$ cat config.mk
export PLATFORM = sky130hd
export DESIGN_NAME = port_pin_control
export DESIGN_NICKNAME = d
export VERILOG_FILES = /design/src/port_pin_control.v /design/src/port2_pin_logic.v /design/src/port4_pin_logic.v
export VERILOG_INCLUDE_DIRS = /design/src /design/src/src
export SDC_FILE = /design/constraint.sdc
export NUM_CORES = 1
export LEC_CHECK = 0
export ABC_AREA = 1
export CAP_MARGIN = 20
export CORE_MARGIN = 1
export CORE_UTILIZATION = 57
export CTS_BUF_LIST = sky130_fd_sc_hd__clkbuf_8 sky130_fd_sc_hd__clkbuf_16
export CTS_CLUSTER_DIAMETER = 80
export DETAILED_ROUTE_END_ITERATION = 10
export DONT_BUFFER_PORTS = 1
export GPL_TIMING_DRIVEN = 0
export PLACE_DENSITY_LB_ADDON = 0.08
export SYNTH_ARGS = -nofsm -noshare
export SYNTH_HDL_FRONTEND = slang
export SYNTH_SLANG_ARGS = --single-unit
$ cat constraint.sdc
create_clock -name clk -period 4.3 [get_ports clk]
set_clock_uncertainty 0.1 [all_clocks]
set_input_delay 0.43 -clock clk [delete_from_list [all_inputs] [get_ports clk]]
set_output_delay 0.43 -clock clk [all_outputs]
set_load 0.05 [all_outputs]
$ cat src/port_pin_map.vh
`ifndef PORT_PIN_MAP_VH
`define PORT_PIN_MAP_VH

// ------------------------------------------------------------
// Register indices (byte address is four times the index)
// ------------------------------------------------------------
`define IDX_P2_LATCH      12'h002
`define IDX_P4_LATCH      12'h004
`define IDX_P2_READBACK   12'h00F
`define IDX_P4_READBACK   12'h011
`define IDX_P2_DIRECTION  12'hF1C
`define IDX_P4_DIRECTION  12'hF1E
`define IDX_P2_PULLUP     12'hF29
`define IDX_P4_PULLUP     12'hF2B
`define IDX_P4_FUNCTION   12'hF38
`define IDX_P2_DRIVER     12'hF43

// ------------------------------------------------------------
// Reset values
// ------------------------------------------------------------
`define RST_P2_LATCH      6'h00
`define RST_P2_DIRECTION  6'h00
`define RST_P2_DRIVER     6'h00
`define RST_P2_PULLUP     6'h00
`define RST_P4_LATCH      8'h00
`define RST_P4_DIRECTION  8'h00
`define RST_P4_FUNCTION   8'h00
`define RST_P4_PULLUP     8'h00

// ------------------------------------------------------------
// Field layout
// ------------------------------------------------------------
`define P2_WIDTH          6
`define P4_WIDTH          8
`define P2_OD_BITS        6'h27

`endif

$ cat src/port_pin_control.v
// Function
// - Second-port pull-up on bits 5,2,1,0 connects only when enabled and the pin is input or open drain.
// - Second-port readback on bits 5,2,1,0 gives the pin in input or open-drain mode, else zero.
// - Second-port readback bits 4 and 3 always give the pin level.
// - Each of the eight fourth-port pins has its own direction bit.
// - A fourth-port output pin drives its latch bit; latch bits reset to zero.
// - Fourth-port direction 0 is input and feeds the analog channel, 1 is output; reset is zero.
// - The fourth-port pull-up is usable only in input mode.
// - An enabled key wakeup makes the pin a wakeup input whatever its direction bit.
// - An enabled key wakeup works whatever the function-select bit.
// - Second-port open drain with latch 1 releases the pin instead of driving high.
// - Fourth-port pull-up connects when enabled and wakeup is on or function and direction are 0.
// - Fourth-port readback gives the pin only when direction and function are 0, else zero.
`timescale 1ns/100ps
`include "port_pin_map.vh"

module port_pin_control (
  input  wire        clk,
  input  wire        rst,
  input  wire        psel,
  input  wire        penable,
  input  wire        pwrite,
  input  wire [13:0] paddr,
  input  wire [31:0] pwdata,
  output reg  [31:0] prdata,
  output reg         pready,
  output reg         pslverr,
  input  wire [5:0]  second_port_pin_in,
  output wire [5:0]  second_port_pin_out,
  output wire [5:0]  second_port_pin_oe,
  output wire [5:0]  second_port_pullup_on,
  input  wire [7:0]  fourth_port_pin_in,
  output wire [7:0]  fourth_port_pin_out,
  output wire [7:0]  fourth_port_pin_oe,
  output wire [7:0]  fourth_port_pullup_on,
  input  wire [7:0]  key_wakeup_pin_enable,
  output wire [7:0]  analog_channel_select,
  output wire [7:0]  key_wakeup_input
);

  // ------------------------------------------------------------
  // Address decode
  // ------------------------------------------------------------
  function hit;
    input [13:0] addr;
    input [11:0] index;
    begin
      hit = (addr[13:2] == index) && (addr[1:0] == 2'b00);
    end
  endfunction

  // ------------------------------------------------------------
  // Register storage
  // ------------------------------------------------------------
  reg  [5:0] second_port_output_latch;
  reg  [5:0] second_port_direction;
  reg  [5:0] second_port_driver_type;
  reg  [5:0] second_port_pullup_enable;
  reg  [7:0] fourth_port_output_latch;
  reg  [7:0] fourth_port_direction;
  reg  [7:0] fourth_port_function_select;
  reg  [7:0] fourth_port_pullup_enable;

  wire [7:0] second_port_pin_readback;
  wire [7:0] fourth_port_pin_readback;

  wire       access;
  wire       write_commit;
  reg        mapped;
  reg  [7:0] next_read;

  // ------------------------------------------------------------
  // APB handshake
  // ------------------------------------------------------------
  // One wait state: pready rises in the second access cycle
  assign access       = psel & penable & ~pready;
  assign write_commit = psel & penable & pready & pwrite;

  always @* begin
    mapped    = 1'b1;
    next_read = 8'h00;
    if (hit(paddr, `IDX_P2_LATCH)) begin
      next_read = {2'b00, second_port_output_latch};
    end else if (hit(paddr, `IDX_P2_DIRECTION)) begin
      next_read = {2'b00, second_port_direction};
    end else if (hit(paddr, `IDX_P2_DRIVER)) begin
      next_read = {2'b00, second_port_driver_type};
    end else if (hit(paddr, `IDX_P2_PULLUP)) begin
      next_read = {2'b00, second_port_pullup_enable};
    end else if (hit(paddr, `IDX_P2_READBACK)) begin
      next_read = second_port_pin_readback;
    end else if (hit(paddr, `IDX_P4_LATCH)) begin
      next_read = fourth_port_output_latch;
    end else if (hit(paddr, `IDX_P4_DIRECTION)) begin
      next_read = fourth_port_direction;
    end else if (hit(paddr, `IDX_P4_FUNCTION)) begin
      next_read = fourth_port_function_select;
    end else if (hit(paddr, `IDX_P4_PULLUP)) begin
      next_read = fourth_port_pullup_enable;
    end else if (hit(paddr, `IDX_P4_READBACK)) begin
      next_read = fourth_port_pin_readback;
    end else begin
      mapped    = 1'b0;
    end
  end

  always @(posedge clk or posedge rst) begin
    if (rst) begin
      pready  <= 1'b0;
      pslverr <= 1'b0;
      prdata  <= 32'h00000000;
    end else begin
      pready  <= access;
      pslverr <= access & ~mapped;
      if (access & ~pwrite) begin
        prdata <= {24'h000000, next_read};
      end
    end
  end

  // ------------------------------------------------------------
  // Register writes
  // ------------------------------------------------------------
  // Writes to the readback registers are ignored
  always @(posedge clk or posedge rst) begin
    if (rst) begin
      second_port_output_latch    <= `RST_P2_LATCH;
      second_port_direction       <= `RST_P2_DIRECTION;
      second_port_driver_type     <= `RST_P2_DRIVER;
      second_port_pullup_enable   <= `RST_P2_PULLUP;
      fourth_port_output_latch    <= `RST_P4_LATCH;
      fourth_port_direction       <= `RST_P4_DIRECTION;
      fourth_port_function_select <= `RST_P4_FUNCTION;
      fourth_port_pullup_enable   <= `RST_P4_PULLUP;
    end else if (write_commit) begin
      if (hit(paddr, `IDX_P2_LATCH)) begin
        second_port_output_latch <= pwdata[5:0];
      end
      if (hit(paddr, `IDX_P2_DIRECTION)) begin
        second_port_direction <= pwdata[5:0];
      end
      if (hit(paddr, `IDX_P2_DRIVER)) begin
        second_port_driver_type <= pwdata[5:0] & `P2_OD_BITS;
      end
      if (hit(paddr, `IDX_P2_PULLUP)) begin
        second_port_pullup_enable <= pwdata[5:0] & `P2_OD_BITS;
      end
      if (hit(paddr, `IDX_P4_LATCH)) begin
        fourth_port_output_latch <= pwdata[7:0];
      end
      if (hit(paddr, `IDX_P4_DIRECTION)) begin
        fourth_port_direction <= pwdata[7:0];
      end
      if (hit(paddr, `IDX_P4_FUNCTION)) begin
        fourth_port_function_select <= pwdata[7:0];
      end
      if (hit(paddr, `IDX_P4_PULLUP)) begin
        fourth_port_pullup_enable <= pwdata[7:0];
      end
    end
  end

  // ------------------------------------------------------------
  // Second port pins
  // ------------------------------------------------------------
  port2_pin_logic u_port2 (
    .clk           (clk),
    .rst           (rst),
    .direction     (second_port_direction),
    .latch         (second_port_output_latch),
    .driver_type   (second_port_driver_type),
    .pullup_enable (second_port_pullup_enable),
    .pin_in        (second_port_pin_in),
    .pin_out       (second_port_pin_out),
    .pin_oe        (second_port_pin_oe),
    .pullup_on     (second_port_pullup_on),
    .readback      (second_port_pin_readback)
  );

  // ------------------------------------------------------------
  // Fourth port pins
  // ------------------------------------------------------------
  port4_pin_logic u_port4 (
    .clk                   (clk),
    .rst                   (rst),
    .direction             (fourth_port_direction),
    .latch                 (fourth_port_output_latch),
    .function_select       (fourth_port_function_select),
    .pullup_enable         (fourth_port_pullup_enable),
    .key_wakeup_pin_enable (key_wakeup_pin_enable),
    .pin_in                (fourth_port_pin_in),
    .pin_out               (fourth_port_pin_out),
    .pin_oe                (fourth_port_pin_oe),
    .pullup_on             (fourth_port_pullup_on),
    .readback              (fourth_port_pin_readback),
    .analog_channel_select (analog_channel_select),
    .key_wakeup_input      (key_wakeup_input)
  );

endmodule

$ cat src/port2_pin_logic.v
`timescale 1ns/100ps
`include "port_pin_map.vh"

module port2_pin_logic (
  input  wire       clk,
  input  wire       rst,
  input  wire [5:0] direction,
  input  wire [5:0] latch,
  input  wire [5:0] driver_type,
  input  wire [5:0] pullup_enable,
  input  wire [5:0] pin_in,
  output reg  [5:0] pin_out,
  output reg  [5:0] pin_oe,
  output reg  [5:0] pullup_on,
  output reg  [7:0] readback
);

  // ------------------------------------------------------------
  // Pin driver, pull-up and readback
  // ------------------------------------------------------------
  wire [5:0] open_drain;
  wire [5:0] released;
  wire [5:0] next_pin_out;
  wire [5:0] next_pin_oe;
  wire [5:0] next_pullup_on;
  wire [7:0] next_readback;

  // Bits 4 and 3 have no open-drain option
  assign open_drain     = driver_type & `P2_OD_BITS;
  assign released       = ~direction | open_drain;
  // Open drain drives only low; a latch 1 releases the pin
  assign next_pin_oe    = direction & ~(open_drain & latch);
  assign next_pin_out   = latch & ~open_drain;
  assign next_pullup_on = pullup_enable & `P2_OD_BITS & released;
  assign next_readback  = {2'b00, pin_in & (released | ~`P2_OD_BITS)};

  always @(posedge clk or posedge rst) begin
    if (rst) begin
      pin_out   <= 6'h00;
      pin_oe    <= 6'h00;
      pullup_on <= 6'h00;
      readback  <= 8'h00;
    end else begin
      pin_out   <= next_pin_out;
      pin_oe    <= next_pin_oe;
      pullup_on <= next_pullup_on;
      readback  <= next_readback;
    end
  end

endmodule

$ cat src/port4_pin_logic.v
`timescale 1ns/100ps
`include "port_pin_map.vh"

module port4_pin_logic (
  input  wire       clk,
  input  wire       rst,
  input  wire [7:0] direction,
  input  wire [7:0] latch,
  input  wire [7:0] function_select,
  input  wire [7:0] pullup_enable,
  input  wire [7:0] key_wakeup_pin_enable,
  input  wire [7:0] pin_in,
  output reg  [7:0] pin_out,
  output reg  [7:0] pin_oe,
  output reg  [7:0] pullup_on,
  output reg  [7:0] readback,
  output reg  [7:0] analog_channel_select,
  output reg  [7:0] key_wakeup_input
);

  // ------------------------------------------------------------
  // Pin driver, pull-up, readback and secondary functions
  // ------------------------------------------------------------
  wire [7:0] port_input;
  wire [7:0] next_pin_oe;
  wire [7:0] next_pullup_on;
  wire [7:0] next_analog;

  assign port_input     = ~direction & ~function_select;
  // Analog use or key wakeup keeps the driver off
  assign next_pin_oe    = direction & ~function_select
                          & ~key_wakeup_pin_enable;
  assign next_pullup_on = pullup_enable
                          & (key_wakeup_pin_enable | port_input);
  assign next_analog    = function_select | ~direction;

  always @(posedge clk or posedge rst) begin
    if (rst) begin
      pin_out               <= 8'h00;
      pin_oe                <= 8'h00;
      pullup_on             <= 8'h00;
      readback              <= 8'h00;
      analog_channel_select <= 8'h00;
      key_wakeup_input      <= 8'h00;
    end else begin
      pin_out               <= latch;
      pin_oe                <= next_pin_oe;
      pullup_on             <= next_pullup_on;
      readback              <= pin_in & port_input;
      analog_channel_select <= next_analog;
      key_wakeup_input      <= pin_in & key_wakeup_pin_enable;
    end
  end

endmodule

==> flow_summary_export.csv, run 1 <==
group,metric,value,unit
outcome,status,"complete, no violations",
grt,overflow,0,
clocking,clk_latency,520,ps
timing,max_freq,0.406,GHz
pwr,p_seq_frac,0.441,
synth,yosys.area.top_type,"dfrtp_1",
routing,avgRoutedWirePerCell,16.2,um
timing,min_period_over_period,0.573,
layout,final_layout_size_suffix_gt1_frac,0.147,
routing,finalWirelength,14600,um
pwr,internal_power,2230,uW
timing,rsz0062_at_grt,"false",
synth,netlist_top_cells_area,"dfrtp_1, nand2_1, inv_1",
clocking,clock_path_buffers,2,
clocking,cts.sinks,132,
synth,synth_top_area_frac,0.558,
synth,synth_edf_count,0,
critical_path,crit_arrival,2820,ps
clocking,clkTransAtPathRegs,60,ps
grt,grt_pass1_vias,4575,
critical_path,cp.required,4660,ps
clocking,htreeDepth,4,
timing,min_period,2460,ps
layout,fin_nets,830,
pwr,powerDensity,406,nW/um^2
synth,synth-async-reset-ratio,1.00,
floorplanning,initial_core_util,0.598,
timing,finalHoldViolations,0,
timing,fin_tns_setup,0,ps
timing,worst_pin_slew,526,ps
timing,relSlewSlack,0.650,
hold_path,hp-class,"input port to flop",
layout,final_area,7140,um^2
grt,met1_usage,0.385,
placement,placedCellCount,838,
timing,drv_slew,0,
clocking,cts_buffers,17,
floorplanning,die_w,104,um
pwr,switchingPower,673,uW
routing,vias_per_cell,5.27,
synth,synth_flop_cell,"dfrtp_1",
pwr,vdd.ir_drop.worst,200,uV
synth,netlist_instances,679,
synth,seq_area_frac_synth,0.558,
pwr,p_comb_frac,0.061,
grt,track_usage,0.289,
pwr,switching_share,0.232,
pwr,clock_power_share,0.499,
critical_path,worst-setup-path-type,"input port to flop",
critical_path,crit_path_max_incr_delay,550,ps
timing,whs,15.3,ps
clocking,cts_setup_buffers,0,
grt,grt_first_pass_wirelength,23600,um
floorplanning,rows,36,
grt,busiest_layer,"met2",
routing,drcViolationCount,0,
routing,ant_nets,0,
critical_path,crit_slowest_cell,"dlygate4sd3_1",
floorplanning,dieArea,10800,um^2
synth,synth_seq_cells,132,
clocking,cts_root_buf,"clkbuf_8",
timing,setup_viol,0,
critical_path,crit_path_end_kind,"flop",
grt,gr-usage-met2,0.459,
routing,vias,4754,
critical_path,crit_chain,"dlygate4sd3_1 -> nand2_1 -> dlygate4sd3_1 -> nor2_1 -> nand2_1 -> inv_1 -> nand4_1 -> nor2_1 -> a22o_1",
floorplanning,core_area,9910,um^2
clocking,cts_resized,0,
clocking,cts_tree,"yes",
synth,synth.most_common_cell,"nand2_1",
synth,yosysUniqueCellTypes,33,
layout,fin_util,0.720,
routing,firstDrtPassIters,6,
layout,syn2layout_area_growth,20.5,%
layout,num_antenna_cells,0,
routing,drtIter0Drc,336,
run,maxCapViolCount,0,
grt,antenna_found_initial,0,
grt,grtUsageMet3,0.0758,
synth,yosysWarnings,0,
synth,synth_common_cells,"nand2_1, dfrtp_1, inv_1",
critical_path,worstPathMaxFanout,9,
floorplanning,pin_count,165,
synth,syn_area,5920,um^2
synth,synth.avg_cell_area,8.73,um^2
critical_path,startpoint_type,"input port",
placement,port_buffers,0,
layout,fin_cells,902,
placement,gp_congestion,0.916,
pwr,p_leak,0.00371,uW
floorplanning,die_h,104,um
placement,hpwl,10100,um
grt,grt_max_degree,81,
placement,placed_area,6220,um^2
metal layers:
metal / vias to the layer above / routed length, um
li1: 2232 / -
met1: 2282 / 6330
met2: 217 / 7040
met3: 23 / 977
met4: 0 / 299
met5: - / 0
registers in the layout, indices dropped and copies added (netlist names):
name,count
fourth_port_direction,8
fourth_port_function_select,8
fourth_port_output_latch,8
fourth_port_pullup_enable,8
prdata,8
u_port4.analog_channel_select,8
u_port4.key_wakeup_input,8
u_port4.pin_oe,8
u_port4.pin_out,8
u_port4.pullup_on,8
u_port4.readback,8
second_port_direction,6
second_port_output_latch,6
u_port2.pin_oe,6
u_port2.pin_out,6
u_port2.readback,6
second_port_driver_type,4
second_port_pullup_enable,4
u_port2.pullup_on,4
pready,1
pslverr,1
cell families (layout without fill, tap and decap cells):
kind of cell	after synthesis	in the layout	synth area share
buf+inv	156	221	0.118
compound gates	105	105	0.0969
simple gates	285	285	0.227
flops	132	132	0.558
other cells	1	26	0.000633
worst max-delay path, delay by kind of cell:
family | cells | cell delay [ps]
buf+inv | 3 | 1400
compound gates | 1 | 130
simple gates | 5 | 850
power groups by stage:
| stage | sequential, uW | clock [uW] | combinational (uW) |
|---|---|---|---|
| after global routing | 1280 | 1510 | 192 |
| after global placement | 1300 | 0 | 143 |
| after CTS | 1280 | 1450 | 176 |
| final | 1280 | 1450 | 176 |
| after floorplan | 1300 | 0 | 125 |
| after detailed placement | 1300 | 0 | 148 |
path summary, 6_finish.rpt:
kind                                                    startpoint                                          to  slack, ps  cells after the start
max                                                        penable                       prdata[6]$_DFFE_PP0P_       1840                      9
min                                                      pwdata[6]  fourth_port_function_select[6]$_DFFE_PP0P_         20                      2
max reg2reg                                       pready$_DFF_PP0_     fourth_port_output_latch[0]$_DFFE_PP0P_       1990                      6
min reg2reg                fourth_port_output_latch[0]$_DFFE_PP0P_                u_port4.pin_out[0]$_DFF_PP0_        300                      0
max in group asynchronous                                      rst     fourth_port_output_latch[4]$_DFFE_PP0P_       3000                      3
min in group asynchronous                                      rst              u_port4.pullup_on[6]$_DFF_PP0_        330                      2
repair_timing:
item / CTS / global route
hold endpoints to repair: 99 / 0
endpoints found under the setup margin: 0 / 0
hold buffers: 33 / 0
per-stage QoR:
stage | setup WS [ps] | total power [uW]
after global routing | 1670 | 2980
after CTS | 1860 | 2900
final | 1840 | 2900
after global placement | -863 | 1440
after detailed placement | 2010 | 1450
after floorplan | 244 | 1420
area by class of cell:
cell class	instances	area, um^2
Inverter	122	464
Timing Repair Buffer	34	358
Clock inverter	11	136
Clock buffer	20	455
Tap cell	133	166
Fill cell	800	2770
Multi-Input combinational cell	416	2010
Buffer	34	241
Sequential cell	132	3300
cell usage in the layout (no fill, tap or decap), types with 19 or more instances in the layout:
master / synthesis / layout
nand2_1: 139 / 139
dfrtp_1: 132 / 132
inv_1: 108 / 110
nor2_1: 56 / 56
o21ai_0: 40 / 40
dlygate4sd3_1: 0 / 33
nand3_1: 31 / 31
a21oi_1: 27 / 27
buf_4: 27 / 27
conb_1: 1 / 26
o21ai_1: 19 / 19
Note: power is estimated with default switching activity, not from simulation.
==> inputs of run 2 (changes only) <==
CORE_UTILIZATION = 60   (was 57)
clock period = 2.3 ns   (was 4.3 ns; I/O delays follow)
==> run 2 against run 1 <==
Worst setup slack lost 1800 ps. Cell area is essentially flat. Non-clock buffer count grew 2. Clock-buffer cell count shrank 3. Utilization grew 3.8 points. Sequential share of layout area is essentially flat. Power grew 84%. Wire length shrank 1.4%. Clock power grew 80%. Critical endpoint unchanged.
==> flow_summary_export.csv, run 2 (synthesis results as in run 1) <==
group,metric,value,unit
layout,final_layout_size_suffix_gt1_frac,0.153,
clocking,clk_latency,520,ps
routing,drtIter0Drc,280,
layout,num_antenna_cells,0,
critical_path,worst-setup-path-type,"input port to flop",
routing,ant_nets,0,
timing,finalHoldViolations,0,
timing,setup_viol,0,
pwr,p_comb_frac,0.063,
floorplanning,die_w,101,um
floorplanning,pin_count,165,
clocking,cts_tree,"yes",
timing,min_period,2210,ps
timing,min_period_over_period,0.963,
timing,relSlewSlack,0.660,
routing,vias,4739,
timing,whs,35.5,ps
routing,vias_per_cell,5.27,
clocking,cts_root_buf,"clkbuf_8",
timing,max_freq,0.452,GHz
pwr,switchingPower,1340,uW
placement,hpwl,10100,um
clocking,cts_buffers,17,
floorplanning,dieArea,10300,um^2
critical_path,crit_slowest_cell,"dlygate4sd3_1",
pwr,p_seq_frac,0.448,
pwr,vdd.ir_drop.worst,445,uV
pwr,p_leak,0.00369,uW
routing,finalWirelength,14400,um
clocking,cts_setup_buffers,0,
clocking,htreeDepth,4,
timing,worst_pin_slew,509,ps
timing,worst_slack,85.4,ps
grt,overflow,0,
pwr,internal_power,4000,uW
clocking,cts.sinks,132,
pwr,powerDensity,746,nW/um^2
timing,drv_slew,0,
pwr,switching_share,0.250,
placement,port_buffers,0,
grt,grt_first_pass_wirelength,23200,um
critical_path,crit_path_end_kind,"flop",
layout,mostFrequentLayoutCells,"nand2_1, dfrtp_1, inv_1, nor2_1, o21ai_0",
floorplanning,core_area,9420,um^2
layout,final_common_cell,"nand2_1",
layout,sequential_cell_area,3300,um^2
critical_path,crit_path_max_incr_delay,550,ps
layout,fill_cells,649,
hold_path,hp-class,"input port to flop",
floorplanning,initial_core_util,0.629,
grt,antenna_found_initial,0,
critical_path,cp.required,2660,ps
floorplanning,die_h,101,um
pwr,clock_power_share,0.489,
layout,fin_util,0.759,
grt,grt_max_degree,45,
grt,grt_pass1_vias,4629,
outcome,status,"complete, no violations",
grt,track_usage,0.305,
layout,multi_input_area,2010,um^2
layout,fin_nets,832,
routing,avgRoutedWirePerCell,16.1,um
routing,drcViolationCount,0,
critical_path,crit_chain,"dlygate4sd3_1 -> nand2_1 -> dlygate4sd3_1 -> nor2_1 -> nand2_1 -> inv_1 -> nand4_1 -> nor2_1 -> a22o_1",
timing,rsz0062_at_grt,"false",
clocking,clock_path_buffers,2,
critical_path,worstPathMaxFanout,9,
critical_path,startpoint_type,"input port",
floorplanning,rows,35,
clocking,clkTransAtPathRegs,60,ps
run,maxCapViolCount,0,
pwr,p_total,5330,uW
placement,gp_congestion,0.901,
placement,place_ws,62.4,ps
critical_path,crit_arrival,2570,ps
layout,syn2layout_area_growth,20.6,%
routing,firstDrtPassIters,5,
==> run 2: timing repair <==
action,CTS,global route
endpoints found under the hold margin,186,0
hold buffers,33,0
resized for setup,0,1
setup endpoints to repair,0,16
==> run 2: power groups by stage <==
| stage | logic (uW) | clock network (uW) | registers, uW |
|---|---|---|---|
| finish | 337 | 2610 | 2390 |
| global route | 366 | 2740 | 2390 |
| CTS | 336 | 2630 | 2390 |
| detailed placement | 282 | 0 | 2430 |
| global placement | 266 | 0 | 2430 |
| floorplan | 234 | 0 | 2430 |
==> run 2: area by class of cell <==
type | count | area share
Buffer | 34 | 0.0338
Clock buffer | 17 | 0.0580
Clock inverter | 14 | 0.0217
Inverter | 122 | 0.0648
Multi-Input combinational cell | 416 | 0.282
Sequential cell | 132 | 0.463
Tap cell | 129 | 0.0226
Timing Repair Buffer | 36 | 0.0546
==> run 2: through the flow <==
step	cell area [um^2]	cells	TNS, ps
after floorplan	6020	704	0
after global placement	6180	833	-27930
after detailed placement	6240	836	0
after CTS	7140	900	0
after global routing	7140	900	0
final	7140	900	0
==> run 2: metal layers <==
| layer | global-route usage | routed length (um) |
|---|---|---|
| met1 | 0.385 | 5920 |
| met2 | 0.493 | 7100 |
| met3 | 0.0870 | 1050 |
| met4 | 0.130 | 377 |
| met5 | 0 | 0 |
==> run 2: critical path: cells and delay by family <==
kind	cells	cell delay [ps]
AOI/OAI and AO/OA	1	120
buffers and inverters	3	1400
and+or+nand+nor	5	820
==> run 2: final timing paths <==
check,cells past startpoint,start,slack [ps],to
max in group asynchronous,4,rst,1260,pready$_DFF_PP0_
worst min register to register,0,second_port_output_latch[3]$_DFFE_PP0P_,310,u_port2.pin_out[3]$_DFF_PP0_
worst min-delay path,6,paddr[5],40,prdata[4]$_DFFE_PP0P_
worst max-delay path,9,penable,90,prdata[6]$_DFFE_PP0P_
min in group asynchronous,2,rst,70,u_port4.pullup_on[6]$_DFF_PP0_
worst max register to register,5,pready$_DFF_PP0_,180,fourth_port_output_latch[2]$_DFFE_PP0P_
==> inputs of run 3 (changes only) <==
ABC_AREA = default   (was 1)
==> run 3 against run 2 <==
Clock power is 3% lower. Largest power group unchanged. Worst setup slack better by 54 ps. Register-to-register slack is essentially flat. Sequential power barely moved. Worst hold slack gained 21 ps. Non-clock buffer count up 8. Via count down 17%. Utilization up 1.8 points. First-iteration DRC count fell by 11%. Synthesized area shrank 4.9%.
==> flow_summary_export.csv, run 3 <==
group,metric,value,unit
synth,yosysUniqueCellTypes,61,
critical_path,crit_chain,"clkbuf_1 -> nor3b_1 -> a22oi_1 -> o21ai_0 -> a221oi_1 -> or4_1 -> o211ai_1",
floorplanning,pin_count,165,
layout,fill_cells,576,
layout,fin_nets,609,
clocking,cts_tree,"yes",
placement,hpwl,8910,um
synth,yosys.area.top_type,"dfrtp_1",
routing,drtIter0Drc,248,
grt,track_usage,0.291,
routing,ant_nets,0,
grt,grt_first_pass_wirelength,21100,um
routing,vias_per_cell,5.98,
hold_path,hp-class,"input port to flop",
critical_path,crit_path_max_incr_delay,1010,ps
layout,final_layout_size_suffix_gt1_frac,0.248,
critical_path,worst-setup-path-type,"input port to flop",
placement,gp_congestion,0.931,
synth,synth.avg_cell_area,12.5,um^2
clocking,cts.sinks,132,
layout,final_common_cell,"dfrtp_1",
timing,max_freq,0.463,GHz
clocking,clk_latency,530,ps
timing,fin_tns_setup,0,ps
timing,min_period,2160,ps
synth,synth_common_cells,"dfrtp_1, mux2_2, nor2_1",
layout,num_antenna_cells,0,
hold_path,min_path_cells,4,
clocking,cts_root_buf,"clkbuf_8",
grt,grt_pass1_vias,3987,
synth,synth.most_common_cell,"dfrtp_1",
grt,grt_max_degree,44,
layout,multi_input_area,2200,um^2
pwr,p_leak,0.00323,uW
grt,overflow,0,
timing,finalHoldViolations,0,
clocking,cts_buffers,17,
pwr,vdd.ir_drop.worst,436,uV
synth,netlist_top_cells_area,"dfrtp_1, mux2_2, buf_4",
floorplanning,core_area,8890,um^2
pwr,powerDensity,766,nW/um^2
timing,drv_slew,0,
critical_path,cp.required,2640,ps
timing,worst_slack,139,ps
routing,avgRoutedWirePerCell,19.8,um
hold_path,holdPathEnd,"fourth_port_pullup_enable[5]$_DFFE_PP0P_",
timing,whs,56.8,ps
routing,finalWirelength,13000,um
synth,synth_seq_cells,132,
layout,fin_cells,657,
critical_path,r2r_end,"prdata[1]$_DFFE_PP0P_",
clocking,htreeDepth,4,
critical_path,startpoint_type,"input port",
synth,yosysWarnings,0,
critical_path,crit_slowest_cell,"nor3b_1",
routing,firstDrtPassIters,4,
critical_path,rr_startpoint,"pready$_DFF_PP0_",
critical_path,cp-startpoint,"paddr[2]",
floorplanning,dieArea,9780,um^2
clocking,clkTransAtPathRegs,60,ps
critical_path,crit_path_end_kind,"flop",
outcome,status,"complete, no violations",
placement,place_ws,-578,ps
floorplanning,rows,34,
synth,synth-async-reset-ratio,1.00,
hold_path,hold_start,"paddr[6]",
critical_path,reg2reg_slack,190,ps
timing,setup_viol,0,
clocking,clock_path_buffers,2,
synth,netlist_instances,452,
floorplanning,die_h,98.9,um
pwr,p_total,5290,uW
layout,sequential_cell_area,3300,um^2
timing,min_period_over_period,0.939,
grt,antenna_found_initial,1,
routing,drcViolationCount,0,
timing,worst_pin_slew,1190,ps
routing,vias,3931,
synth,synth_flop_cell,"dfrtp_1",
critical_path,worstPathMaxFanout,10,
timing,rsz0062_at_grt,"false",
synth,syn_area,5630,um^2
synth,synth_top_area_frac,0.586,
placement,placedCellCount,590,
layout,mostFrequentLayoutCells,"dfrtp_1, mux2_2, dlygate4sd3_1, nor2_1, buf_4",
floorplanning,die_w,98.9,um
critical_path,crit_arrival,2500,ps
timing,relSlewSlack,0.202,
critical_path,reg2reg_depth,5,
run,maxCapViolCount,0,
synth,seq_area_frac_synth,0.586,
floorplanning,initial_core_util,0.634,
layout,syn2layout_area_growth,22.6,%
synth,synth_edf_count,0,
placement,port_buffers,0,
==> run 3: cell families after synthesis <==
kind of cell	Yosys count	synth area share
simple gates	151	0.168
flops	132	0.586
compound gates	75	0.0924
mux	49	0.102
buf+inv	44	0.0509
other cells	1	0.000666
==> run 3: critical path, delay by kind of cell <==
family                 cells  cell delay (ps)
buffers and inverters      1              200
and+or+nand+nor            2             1450
AOI/OAI and AO/OA          4              620
==> run 3: where the power goes <==
part           total (uW)  leakage, uW  switching (uW)  internal, uW
combinational         327      0.00122             214           113
clock                2540     0.000288             965          1570
sequential           2420      0.00172            72.6          2350
total                5290      0.00323            1250          4040
==> run 3: timing repair <==
action | 4_1_cts | 5_1_grt
hold buffers | 33 | 0
endpoints found under the setup margin | 52 | 3
endpoints found under the hold margin | 180 | 0
resized for setup | 4 | 3
pin swaps | 2 | 0
buffers inserted | 1 | 0
==> run 3: how the worst max path moves through the flow <==
| stage | endpoint | slack, ps | depth (start not counted) |
|---|---|---|---|
| CTS | prdata[4]$_DFFE_PP0P_ | 90 | 6 |
| floorplan | fourth_port_output_latch[1]$_DFFE_PP0P_ | -40 | 6 |
| finish | prdata[4]$_DFFE_PP0P_ | 140 | 7 |
| detailed placement | fourth_port_direction[1]$_DFFE_PP0P_ | -580 | 5 |
| global route | prdata[1]$_DFFE_PP0P_ | 5 | 5 |
| global placement | second_port_direction[1]$_DFFE_PP0P_ | -590 | 5 |
==> run 3: stage by stage <==
step,util,area (um^2)
2_1_floorplan,-,5770
3_3_place_gp,0.664,5900
3_5_place_dp,0.672,5970
4_1_cts,0.774,6880
5_1_grt,0.777,6910
6_report,0.777,6910
==> run 3: final cells by class <==
cell class	count	area share
Inverter	6	0.00380
Clock inverter	13	0.0172
Clock buffer	19	0.0639
Sequential cell	132	0.478
Buffer	38	0.0395
Tap cell	108	0.0196
Multi-Input combinational cell	301	0.318
Timing Repair Buffer	40	0.0598
==> run 3: routing by layer <==
metal,track usage,vias to the layer above,routed length (um)
li1,-,1755,-
met1,0.384,1943,5410
met2,0.448,203,6210
met3,0.0979,28,1170
met4,0.115,2,237
met5,0,-,13
